--- config.mk ---
export PLATFORM = sky130hd
export DESIGN_NAME = mda_top
export DESIGN_NICKNAME = d
export VERILOG_FILES = /design/src/core/mda_pkg.sv /design/src/core/mda_history.sv /design/src/core/mda_sync.sv /design/src/core/mda_top.sv
export SDC_FILE = /design/constraint.sdc
export NUM_CORES = 1
export LEC_CHECK = 0
export BUFFER_PORTS_ARGS = -buffer_cell sky130_fd_sc_hd__clkbuf_2
export CAP_MARGIN = 15
export CORE_UTILIZATION = 45
export CTS_CLUSTER_DIAMETER = 150
export DETAILED_ROUTE_END_ITERATION = 6
export PLACE_DENSITY = 0.77
export SYNTH_ARGS = -nofsm -noshare
export SYNTH_HDL_FRONTEND = slang
export SYNTH_SLANG_ARGS = --single-unit
--- constraint.sdc ---
create_clock -name clock -period 12.1 [get_ports clock]
set_clock_uncertainty 0.2 [all_clocks]
set_input_delay 0.605 -clock clock [delete_from_list [all_inputs] [get_ports clock]]
set_output_delay 0.605 -clock clock [all_outputs]
set_load 0.005 [all_outputs]
--- src/core/mda_pkg.sv ---
// constants and types shared by the motor driver alarm handling block
// assumes a single 50 MHz clock domain
package mda_pkg;

  // ****************************************************************
  // timing
  // ****************************************************************
  localparam int unsigned CLOCK_HZ      = 50_000_000;
  localparam int unsigned BLINK_MS      = 250;
  localparam int unsigned BLINK_CYCLES  = (CLOCK_HZ / 1000) * BLINK_MS;

  // ****************************************************************
  // widths and sizes
  // ****************************************************************
  localparam int unsigned CODE_W        = 8;
  localparam int unsigned SPEED_W       = 16;
  localparam int unsigned HIST_DEPTH    = 10;
  localparam int unsigned HIST_IDX_W    = 4;

  // ****************************************************************
  // reset values and encodings
  // ****************************************************************
  localparam logic [7:0]  CODE_NONE     = 8'h00;
  localparam logic        DIR_POS_CCW   = 1'b0;
  localparam logic        DIR_POS_CW    = 1'b1;

  typedef enum logic [1:0] {
    MDA_CLR_PIN,
    MDA_CLR_PANEL,
    MDA_CLR_SOFT,
    MDA_CLR_NONE
  } mda_clr_src_e;

endpackage

--- src/core/mda_history.sv ---
// ten-entry alarm history, newest at index 0
// assumes the storage is backed by non-volatile cells outside sys_rst
`timescale 1ns/1ps
module mda_history
  import mda_pkg::*;
#(
  parameter int unsigned DEPTH = HIST_DEPTH
) (
  // clock
  input  wire logic                  clock,
  // control
  input  wire logic                  log_push,
  input  wire logic [CODE_W-1:0]     log_code,
  input  wire logic                  hist_clear,
  // read port
  input  wire logic [HIST_IDX_W-1:0] rd_index,
  output logic      [CODE_W-1:0]     rd_code,
  output logic      [HIST_IDX_W-1:0] hist_count
);

  // storage is not reset: contents survive an alarm clear and sys_rst
  logic [CODE_W-1:0]     mem_reg [DEPTH];
  logic [HIST_IDX_W-1:0] count_reg = '0;
  logic [CODE_W-1:0]     rd_reg    = CODE_NONE;

  // ****************************************************************
  // shift in newest, drop oldest when full
  // ****************************************************************
  genvar g;
  generate
    for (g = 0; g < DEPTH; g++) begin : g_ent
      always_ff @(posedge clock) begin
        if (hist_clear) begin
          mem_reg[g] <= CODE_NONE;
        end else if (log_push) begin
          mem_reg[g] <= (g == 0) ? log_code : mem_reg[(g == 0) ? 0 : g-1];
        end
      end
    end
  endgenerate

  always_ff @(posedge clock) begin
    if (hist_clear) begin
      count_reg <= '0;
    end else if (log_push && count_reg != HIST_IDX_W'(DEPTH)) begin
      count_reg <= count_reg + 1'b1;
    end
  end

  always_ff @(posedge clock) begin
    rd_reg <= (rd_index < count_reg) ? mem_reg[rd_index] : CODE_NONE;
  end

  assign rd_code    = rd_reg;
  assign hist_count = count_reg;

endmodule

--- src/core/mda_sync.sv ---
// two flip-flop synchroniser for a group of pin inputs
// assumes the inputs are asynchronous to clock
`timescale 1ns/1ps
module mda_sync
  import mda_pkg::*;
#(
  parameter int unsigned WIDTH = 3
) (
  // clock and reset
  input  wire logic             clock,
  input  wire logic             sys_rst,
  // data
  input  wire logic [WIDTH-1:0] async_in,
  output logic      [WIDTH-1:0] sync_out
);

  logic [WIDTH-1:0] stage1_reg;
  logic [WIDTH-1:0] stage2_reg;

  always_ff @(posedge clock or posedge sys_rst) begin
    if (sys_rst) begin
      stage1_reg <= '0;
      stage2_reg <= '0;
    end else begin
      stage1_reg <= async_in;
      stage2_reg <= stage1_reg;
    end
  end

  assign sync_out = stage2_reg;

endmodule

--- src/core/mda_top.sv ---
// alarm and protection handling of a brushless motor driver
// assumes run and clear pins asynchronous; panel and software strobes on clock
`timescale 1ns/1ps
module mda_top
  import mda_pkg::*;
#(
  parameter int unsigned BLINK_COUNT = BLINK_CYCLES
) (
  // clock and reset
  input  wire logic                  clock,
  input  wire logic                  sys_rst,
  // host pins
  input  wire logic                  forward_run_input,
  input  wire logic                  reverse_run_input,
  input  wire logic                  fault_clear_input,
  // alarm detection
  input  wire logic                  alarm_detect,
  input  wire logic [CODE_W-1:0]     alarm_code_in,
  input  wire logic                  alarm_nonresettable,
  input  wire logic                  info_present,
  // clear requests
  input  wire logic                  panel_clear_cmd,
  input  wire logic                  soft_clear_cmd,
  input  wire logic                  power_on_clear,
  // history access
  input  wire logic                  panel_hist_clear,
  input  wire logic                  soft_hist_clear,
  input  wire logic [HIST_IDX_W-1:0] hist_rd_index,
  output logic      [CODE_W-1:0]     hist_rd_code,
  output logic      [HIST_IDX_W-1:0] hist_count,
  // configuration
  input  wire logic                  dir_param,
  input  wire logic [SPEED_W-1:0]    speed_upper,
  input  wire logic [SPEED_W-1:0]    speed_lower,
  input  wire logic [SPEED_W-1:0]    speed_request,
  // panel editing
  input  wire logic                  edit_lock,
  input  wire logic                  panel_edit_enable,
  input  wire logic                  soft_session,
  input  wire logic                  dial_write,
  input  wire logic [SPEED_W-1:0]    dial_value,
  input  wire logic                  local_mode_req,
  output logic                       dial_accept,
  output logic      [SPEED_W-1:0]    panel_setting,
  output logic                       local_mode,
  output logic                       edit_refused,
  // outputs to motor and panel
  output logic                       fault_free,
  output logic                       motor_enable,
  output logic                       motor_dir_cw,
  output logic      [SPEED_W-1:0]    speed_command,
  output logic      [CODE_W-1:0]     display_code,
  output logic                       alarm_led
);

  // ****************************************************************
  // pin synchronisation
  // ****************************************************************
  logic [2:0] pins_sync;

  mda_sync #(
    .WIDTH (3)
  ) u_sync (
    .clock    (clock),
    .sys_rst  (sys_rst),
    .async_in ({fault_clear_input, reverse_run_input, forward_run_input}),
    .sync_out (pins_sync)
  );

  wire fwd_s   = pins_sync[0];
  wire rev_s   = pins_sync[1];
  wire clr_s   = pins_sync[2];

  logic clr_prev_reg;

  always_ff @(posedge clock or posedge sys_rst) begin
    if (sys_rst) begin
      clr_prev_reg <= 1'b1;
    end else begin
      clr_prev_reg <= clr_s;
    end
  end

  // ****************************************************************
  // clear decoding
  // ****************************************************************
  wire run_any   = fwd_s | rev_s;
  wire clr_edge  = clr_s & ~clr_prev_reg;
  wire pin_clear = clr_edge & ~run_any;
  wire req_clear = pin_clear | panel_clear_cmd | soft_clear_cmd;

  // ****************************************************************
  // alarm state
  // ****************************************************************
  logic              alarm_reg;
  logic              nonres_reg;
  logic [CODE_W-1:0] code_reg;
  logic              alarm_next;
  logic              nonres_next;
  logic [CODE_W-1:0] code_next;

  wire new_alarm  = alarm_detect & ~alarm_reg;
  wire clear_ok   = power_on_clear | (req_clear & ~nonres_reg);

  always_comb begin
    alarm_next  = alarm_reg;
    nonres_next = nonres_reg;
    code_next   = code_reg;
    if (new_alarm) begin
      alarm_next  = 1'b1;
      nonres_next = alarm_nonresettable;
      code_next   = alarm_code_in;
    end else if (alarm_reg && clear_ok) begin
      alarm_next  = 1'b0;
      nonres_next = 1'b0;
      code_next   = CODE_NONE;
    end
  end

  always_ff @(posedge clock or posedge sys_rst) begin
    if (sys_rst) begin
      alarm_reg  <= 1'b0;
      nonres_reg <= 1'b0;
      code_reg   <= CODE_NONE;
    end else begin
      alarm_reg  <= alarm_next;
      nonres_reg <= nonres_next;
      code_reg   <= code_next;
    end
  end

  // ****************************************************************
  // alarm history
  // ****************************************************************
  wire hist_clr = panel_hist_clear | soft_hist_clear;

  mda_history #(
    .DEPTH (HIST_DEPTH)
  ) u_hist (
    .clock      (clock),
    .log_push   (new_alarm),
    .log_code   (alarm_code_in),
    .hist_clear (hist_clr),
    .rd_index   (hist_rd_index),
    .rd_code    (hist_rd_code),
    .hist_count (hist_count)
  );

  // ****************************************************************
  // blink divider
  // ****************************************************************
  logic [31:0] blink_cnt_reg;
  logic        blink_reg;
  wire         blink_tick = (blink_cnt_reg == BLINK_COUNT - 1);

  always_ff @(posedge clock or posedge sys_rst) begin
    if (sys_rst) begin
      blink_cnt_reg <= '0;
      blink_reg     <= 1'b0;
    end else if (blink_tick) begin
      blink_cnt_reg <= '0;
      blink_reg     <= ~blink_reg;
    end else begin
      blink_cnt_reg <= blink_cnt_reg + 32'h0000_0001;
    end
  end

  // ****************************************************************
  // speed clamp and run decision
  // ****************************************************************
  wire         run_one   = fwd_s ^ rev_s;
  wire [SPEED_W-1:0] lim_lo = (speed_request < speed_lower) ? speed_lower
                                                            : speed_request;
  wire [SPEED_W-1:0] lim_hi = (lim_lo > speed_upper) ? speed_upper : lim_lo;
  wire         run_go    = run_one & ~alarm_reg;

  // positive = forward; dir_param picks which rotation is positive
  wire         dir_cw    = (dir_param == DIR_POS_CW) ? fwd_s : rev_s;

  logic              run_reg;
  logic              dir_reg;
  logic [SPEED_W-1:0] speed_reg;

  always_ff @(posedge clock or posedge sys_rst) begin
    if (sys_rst) begin
      run_reg   <= 1'b0;
      dir_reg   <= 1'b0;
      speed_reg <= '0;
    end else begin
      run_reg   <= run_go & ~new_alarm;
      dir_reg   <= dir_cw;
      speed_reg <= (run_go & ~new_alarm) ? lim_hi : '0;
    end
  end

  // ****************************************************************
  // panel editing
  // ****************************************************************
  wire edit_ok   = ~edit_lock & panel_edit_enable & ~soft_session;
  wire dial_take = dial_write & edit_ok;
  wire refuse    = (dial_write & ~edit_ok) | (local_mode_req & soft_session);

  logic [SPEED_W-1:0] setting_reg;
  logic               local_reg;
  logic               refused_reg;

  always_ff @(posedge clock or posedge sys_rst) begin
    if (sys_rst) begin
      setting_reg <= '0;
      local_reg   <= 1'b0;
      refused_reg <= 1'b0;
    end else begin
      if (dial_take) begin
        setting_reg <= dial_value;
      end
      if (local_mode_req && !soft_session) begin
        local_reg <= ~local_reg;
      end
      refused_reg <= refuse;
    end
  end

  // ****************************************************************
  // outputs
  // ****************************************************************
  assign fault_free    = ~alarm_reg;
  assign motor_enable  = run_reg;
  assign motor_dir_cw  = dir_reg;
  assign speed_command = speed_reg;
  assign display_code  = code_reg;
  assign alarm_led     = (alarm_reg | info_present) & blink_reg;
  assign dial_accept   = dial_take;
  assign panel_setting = setting_reg;
  assign local_mode    = local_reg;
  assign edit_refused  = refused_reg;

  // ****************************************************************
  // assertions
  // ****************************************************************
  AST_ALARM_OUTPUTS: assert property (@(posedge clock) disable iff (sys_rst)
    new_alarm |=> (!fault_free && !motor_enable && display_code == $past(alarm_code_in)))
    else $error("alarm outputs not together");
  AST_HELD_CLEAR: assert property (@(posedge clock) disable iff (sys_rst)
    (clr_s && clr_prev_reg && !panel_clear_cmd && !soft_clear_cmd && !power_on_clear
     && alarm_reg) |=> alarm_reg)
    else $error("held clear level cleared alarm");
  AST_RUN_BLOCKS_CLEAR: assert property (@(posedge clock) disable iff (sys_rst)
    (alarm_reg && run_any && !panel_clear_cmd && !soft_clear_cmd && !power_on_clear)
    |=> alarm_reg)
    else $error("clear taken while running");
  AST_SOFT_CLEAR: assert property (@(posedge clock) disable iff (sys_rst)
    (alarm_reg && !nonres_reg && soft_clear_cmd && !alarm_detect) |=> !alarm_reg)
    else $error("software clear ignored");
  AST_NONRES_KEPT: assert property (@(posedge clock) disable iff (sys_rst)
    (alarm_reg && nonres_reg && !power_on_clear) |=> alarm_reg)
    else $error("non-resettable alarm cleared");
  AST_HIST_COUNT: assert property (@(posedge clock) disable iff (sys_rst)
    hist_count <= HIST_IDX_W'(HIST_DEPTH))
    else $error("history overflow");
  AST_HIST_KEEP: assert property (@(posedge clock) disable iff (sys_rst)
    (!panel_hist_clear && !soft_hist_clear && !new_alarm) |=> $stable(hist_count))
    else $error("history changed without push or clear");
  AST_SPEED_HI: assert property (@(posedge clock) disable iff (sys_rst)
    motor_enable |-> speed_command <= $past(speed_upper))
    else $error("speed above upper limit");
  AST_SPEED_LO: assert property (@(posedge clock) disable iff (sys_rst)
    (motor_enable && $past(speed_lower) <= $past(speed_upper))
    |-> speed_command >= $past(speed_lower))
    else $error("speed below lower limit");
  AST_NO_RUN_BOTH: assert property (@(posedge clock) disable iff (sys_rst)
    (fwd_s == rev_s) |=> !motor_enable)
    else $error("motor runs without one run input");
  AST_SESSION_EDIT: assert property (@(posedge clock) disable iff (sys_rst)
    soft_session |-> !dial_accept)
    else $error("panel edit during session");

  COV_ALARM:      cover property (@(posedge clock) disable iff (sys_rst) new_alarm);
  COV_PIN_CLEAR:  cover property (@(posedge clock) disable iff (sys_rst)
    alarm_reg && pin_clear ##1 !alarm_reg);
  COV_HIST_FULL:  cover property (@(posedge clock) disable iff (sys_rst)
    hist_count == HIST_IDX_W'(HIST_DEPTH));
  COV_RUN:        cover property (@(posedge clock) disable iff (sys_rst) motor_enable);

endmodule

==> impl_metrics.json <==
{
  "outcome": "finished, final reports clean",
  "clockBufferDepth": 2,
  "avgRoutedWirePerCell_um": 16.3,
  "largest_register_ffs": 80,
  "rsz0062_at_grt": "false",
  "fmax_mhz": 205,
  "cp-start-kind": "input pin",
  "fillers": 1672,
  "leakage_nw": 5.07,
  "die_y_um": 143,
  "ys_seq_elements": 178,
  "drive_above_1_share_pct": 26.4,
  "cp_max_fo": 24,
  "avgSynthCellArea_um2": 11.9,
  "internal_power_mw": 1.09,
  "grt_usage_pct": 19.8,
  "criticalPathCategory": "input pin to flip-flop",
  "cp-end-kind": "flip-flop",
  "cts_tree": "done",
  "switching_share_pct": 28.5,
  "power_frac_comb_pct": 17.6,
  "grt_pass1_vias": 6231,
  "antenna_found_initial": 0,
  "start_util_pct": 45.9,
  "core_mm2": 0.0194,
  "synth_nets": 878,
  "synthDistinctLibCells": 51,
  "setup-violations-final": 0,
  "grt_max_degree": 91,
  "grt_pass1_wl_mm": 31.4,
  "clock-root-buffer": "clkbuf_16",
  "final_antenna_net_count": 0,
  "gp_congestion": 0.874,
  "syn_inst": 745,
  "synth-seq-area-share_pct": 53.9,
  "synth_area_mm2": 0.00890,
  "portBuffers": 153,
  "final_cell_mix": "clkbuf_2, and3_1, dfrtp_1, edfxtp_1, inv_1",
  "path_clk_slew_ps": 60,
  "routed_via_density": 5.56,
  "final_common_cell": "clkbuf_2",
  "first_pass_iters": 5,
  "slew_headroom_pct": 30.1,
  "pwr-share-seq_pct": 48.5,
  "hpwl_mm": 12.6,
  "numCtsBuffers": 17,
  "worstMarginPinSlew_ps": 1050,
  "hold_violations": 0,
  "num_vias": 6427,
  "antenna_cells": 0,
  "pwr_density_cell_mw_per_mm2": 146,
  "clock_latency_ps": 430,
  "grt_overflow": 0,
  "p_clk_share_pct": 33.9,
  "timing.hold.worst.class": "input pin to flip-flop",
  "postCtsResizedCells": 0,
  "routed_wl_mm": 18.8,
  "arrival_ps": 4940,
  "nets": 1010,
  "pin_count": 154,
  "tns_ps": 0,
  "clock_sinks": 178,
  "p_sw_mw": 0.436,
  "fin_crit_ps": 4870,
  "die_x_um": 143,
  "post-route-period-util_pct": 40.2,
  "syn_to_final_growth_pct": 17.6,
  "dieArea_mm2": 0.0203,
  "cp.required_ps": 12170,
  "dr.first_iter.drc_count": 463,
  "htree_num_levels": 4,
  "rows": 51,
  "yosys_warnings": 0,
  "stdcell_count": 1155,
  "peakVddDrop_mv": 0.104,
  "dp.cells": 1121,
  "drv_slew": 0,
  "drcViolationCount": 0,
  "drv_cap": 0
}
cells in the mapped netlist, drive strengths merged:
master	number	area (µm²)
a221o	2	20.0
a22o	9	78.8
and2	19	119
nand3	16	80.1
dfstp	1	26.3
nor4b	2	23.8
or2	1	6.26
edfxtp	80	2400
mux2	16	180
buf	10	67.6
nand2	30	113
a21oi	8	40.0
nor4	5	43.8
nand3b	1	7.51
mux4	16	360
nor3	2	15.0
dfrtp	85	2130
a2111oi	2	36.3
nand2b	4	25.0
mux2i	8	80.1
or3	1	6.26
a21o	7	52.6
or4b	1	10.0
dfxtp	12	240
o211ai	1	7.51
a311oi	17	149
ha	38	475
o21a	3	22.5
and3	89	557
o31ai	1	7.51
nor2b	15	93.8
a211oi	32	240
a211o	16	140
clkbuf	38	143
nand4	14	93.8
o311ai	1	8.76
inv	47	176
a21boi	1	7.51
and4	4	35.0
o21ai	8	40.0
a22oi	17	128
xnor2	13	114
nor2	31	116
xor2	21	184
final timing paths:
kind | from | to | slack [ps] | cells past startpoint
setup / recovery | speed_lower[9] | speed_command[7]$_DFF_PP0_ | 7230 | 15
min in group asynchronous | sys_rst | panel_setting[9]$_DFFE_PP0P_ | 430 | 3
hold / removal | fault_clear_input | u_sync.stage1_reg[2]$_DFF_PP0_ | 80 | 1
max in group asynchronous | sys_rst | blink_cnt_reg[23]$_DFF_PP0_ | 10040 | 4
setup reg to reg | alarm_reg$_DFFE_PP0P_ | u_hist.mem_reg[3][1]$_SDFFCE_PN0P_ | 9190 | 3
hold reg to reg | u_sync.stage1_reg[1]$_DFF_PP0_ | u_sync.sync_out[1]$_DFF_PP0_ | 150 | 0
worst max-delay path: stages:
cell       delay, ps
clkbuf_2          70
inv_1             40
ha_1             290
a21o_1           160
a221o_1          320
a221o_1          520
buf_16           230
a22oi_1          230
nand2_1           90
ha_1             310
a21oi_1          160
o21ai_0          180
a2111oi_4        910
a21o_1           620
a311oi_1         180
stage by stage:
| stage | worst slack, ps | cell area (µm²) | utilization, % | hold slack (ps) | total power, mW |
|---|---|---|---|---|---|
| after floorplan | 7780 | 8900 | - | 131 | 0.911 |
| after global placement | 6830 | 9870 | 50.9 | 133 | 1.02 |
| after detailed placement | 6680 | 9870 | 50.9 | 136 | 1.02 |
| after CTS | 7130 | 10400 | 53.8 | 68.6 | 1.54 |
| after global routing | 6950 | 10500 | 53.9 | 65.4 | 1.60 |
| final | 7230 | 10500 | 53.9 | 83.6 | 1.53 |
power by group through the flow:
stage / sequential, mW / combinational, mW / clock (mW)
floorplan: 0.748 / 0.163 / 0
global placement: 0.752 / 0.264 / 0
detailed placement: 0.753 / 0.268 / 0
CTS: 0.742 / 0.269 / 0.528
global route: 0.750 / 0.299 / 0.551
finish: 0.742 / 0.269 / 0.518
area by class of cell:
class / count / area, µm² / share of cell area [%]
timing repair buffer: 161 / 848 / 8.11
inverter: 47 / 178 / 1.70
multi-input combinational: 472 / 3760 / 35.9
tap: 265 / 332 / 3.17
sequential: 178 / 4800 / 45.8
clock inverter: 13 / 120 / 1.15
clock buffer: 19 / 433 / 4.14
cell families after synthesis:
logic type / synth area share, %
AND/OR/NAND/NOR: 15.1
flip-flops: 53.9
AO/OA/AOI/OAI: 11.0
buffers and inverters: 4.34
multiplexers: 6.97
adder cells (fa/ha/maj): 5.34
XOR/XNOR: 3.35
repair_timing:
action                                 4_1_cts  5_1_grt
endpoints found under the hold margin       13        0
hold buffers                                 1        0
buffers inserted                             0        0
routing by layer:
metal	global-route usage, %	vias to the layer above	part of all wire (%)
met1	27.0	3151	46
li1	-	3044	-
met4	6.28	0	1.7
met2	31.3	211	47
met5	0	-	0
met3	4.56	21	5.5
Power figures use the tool's default switching activity.
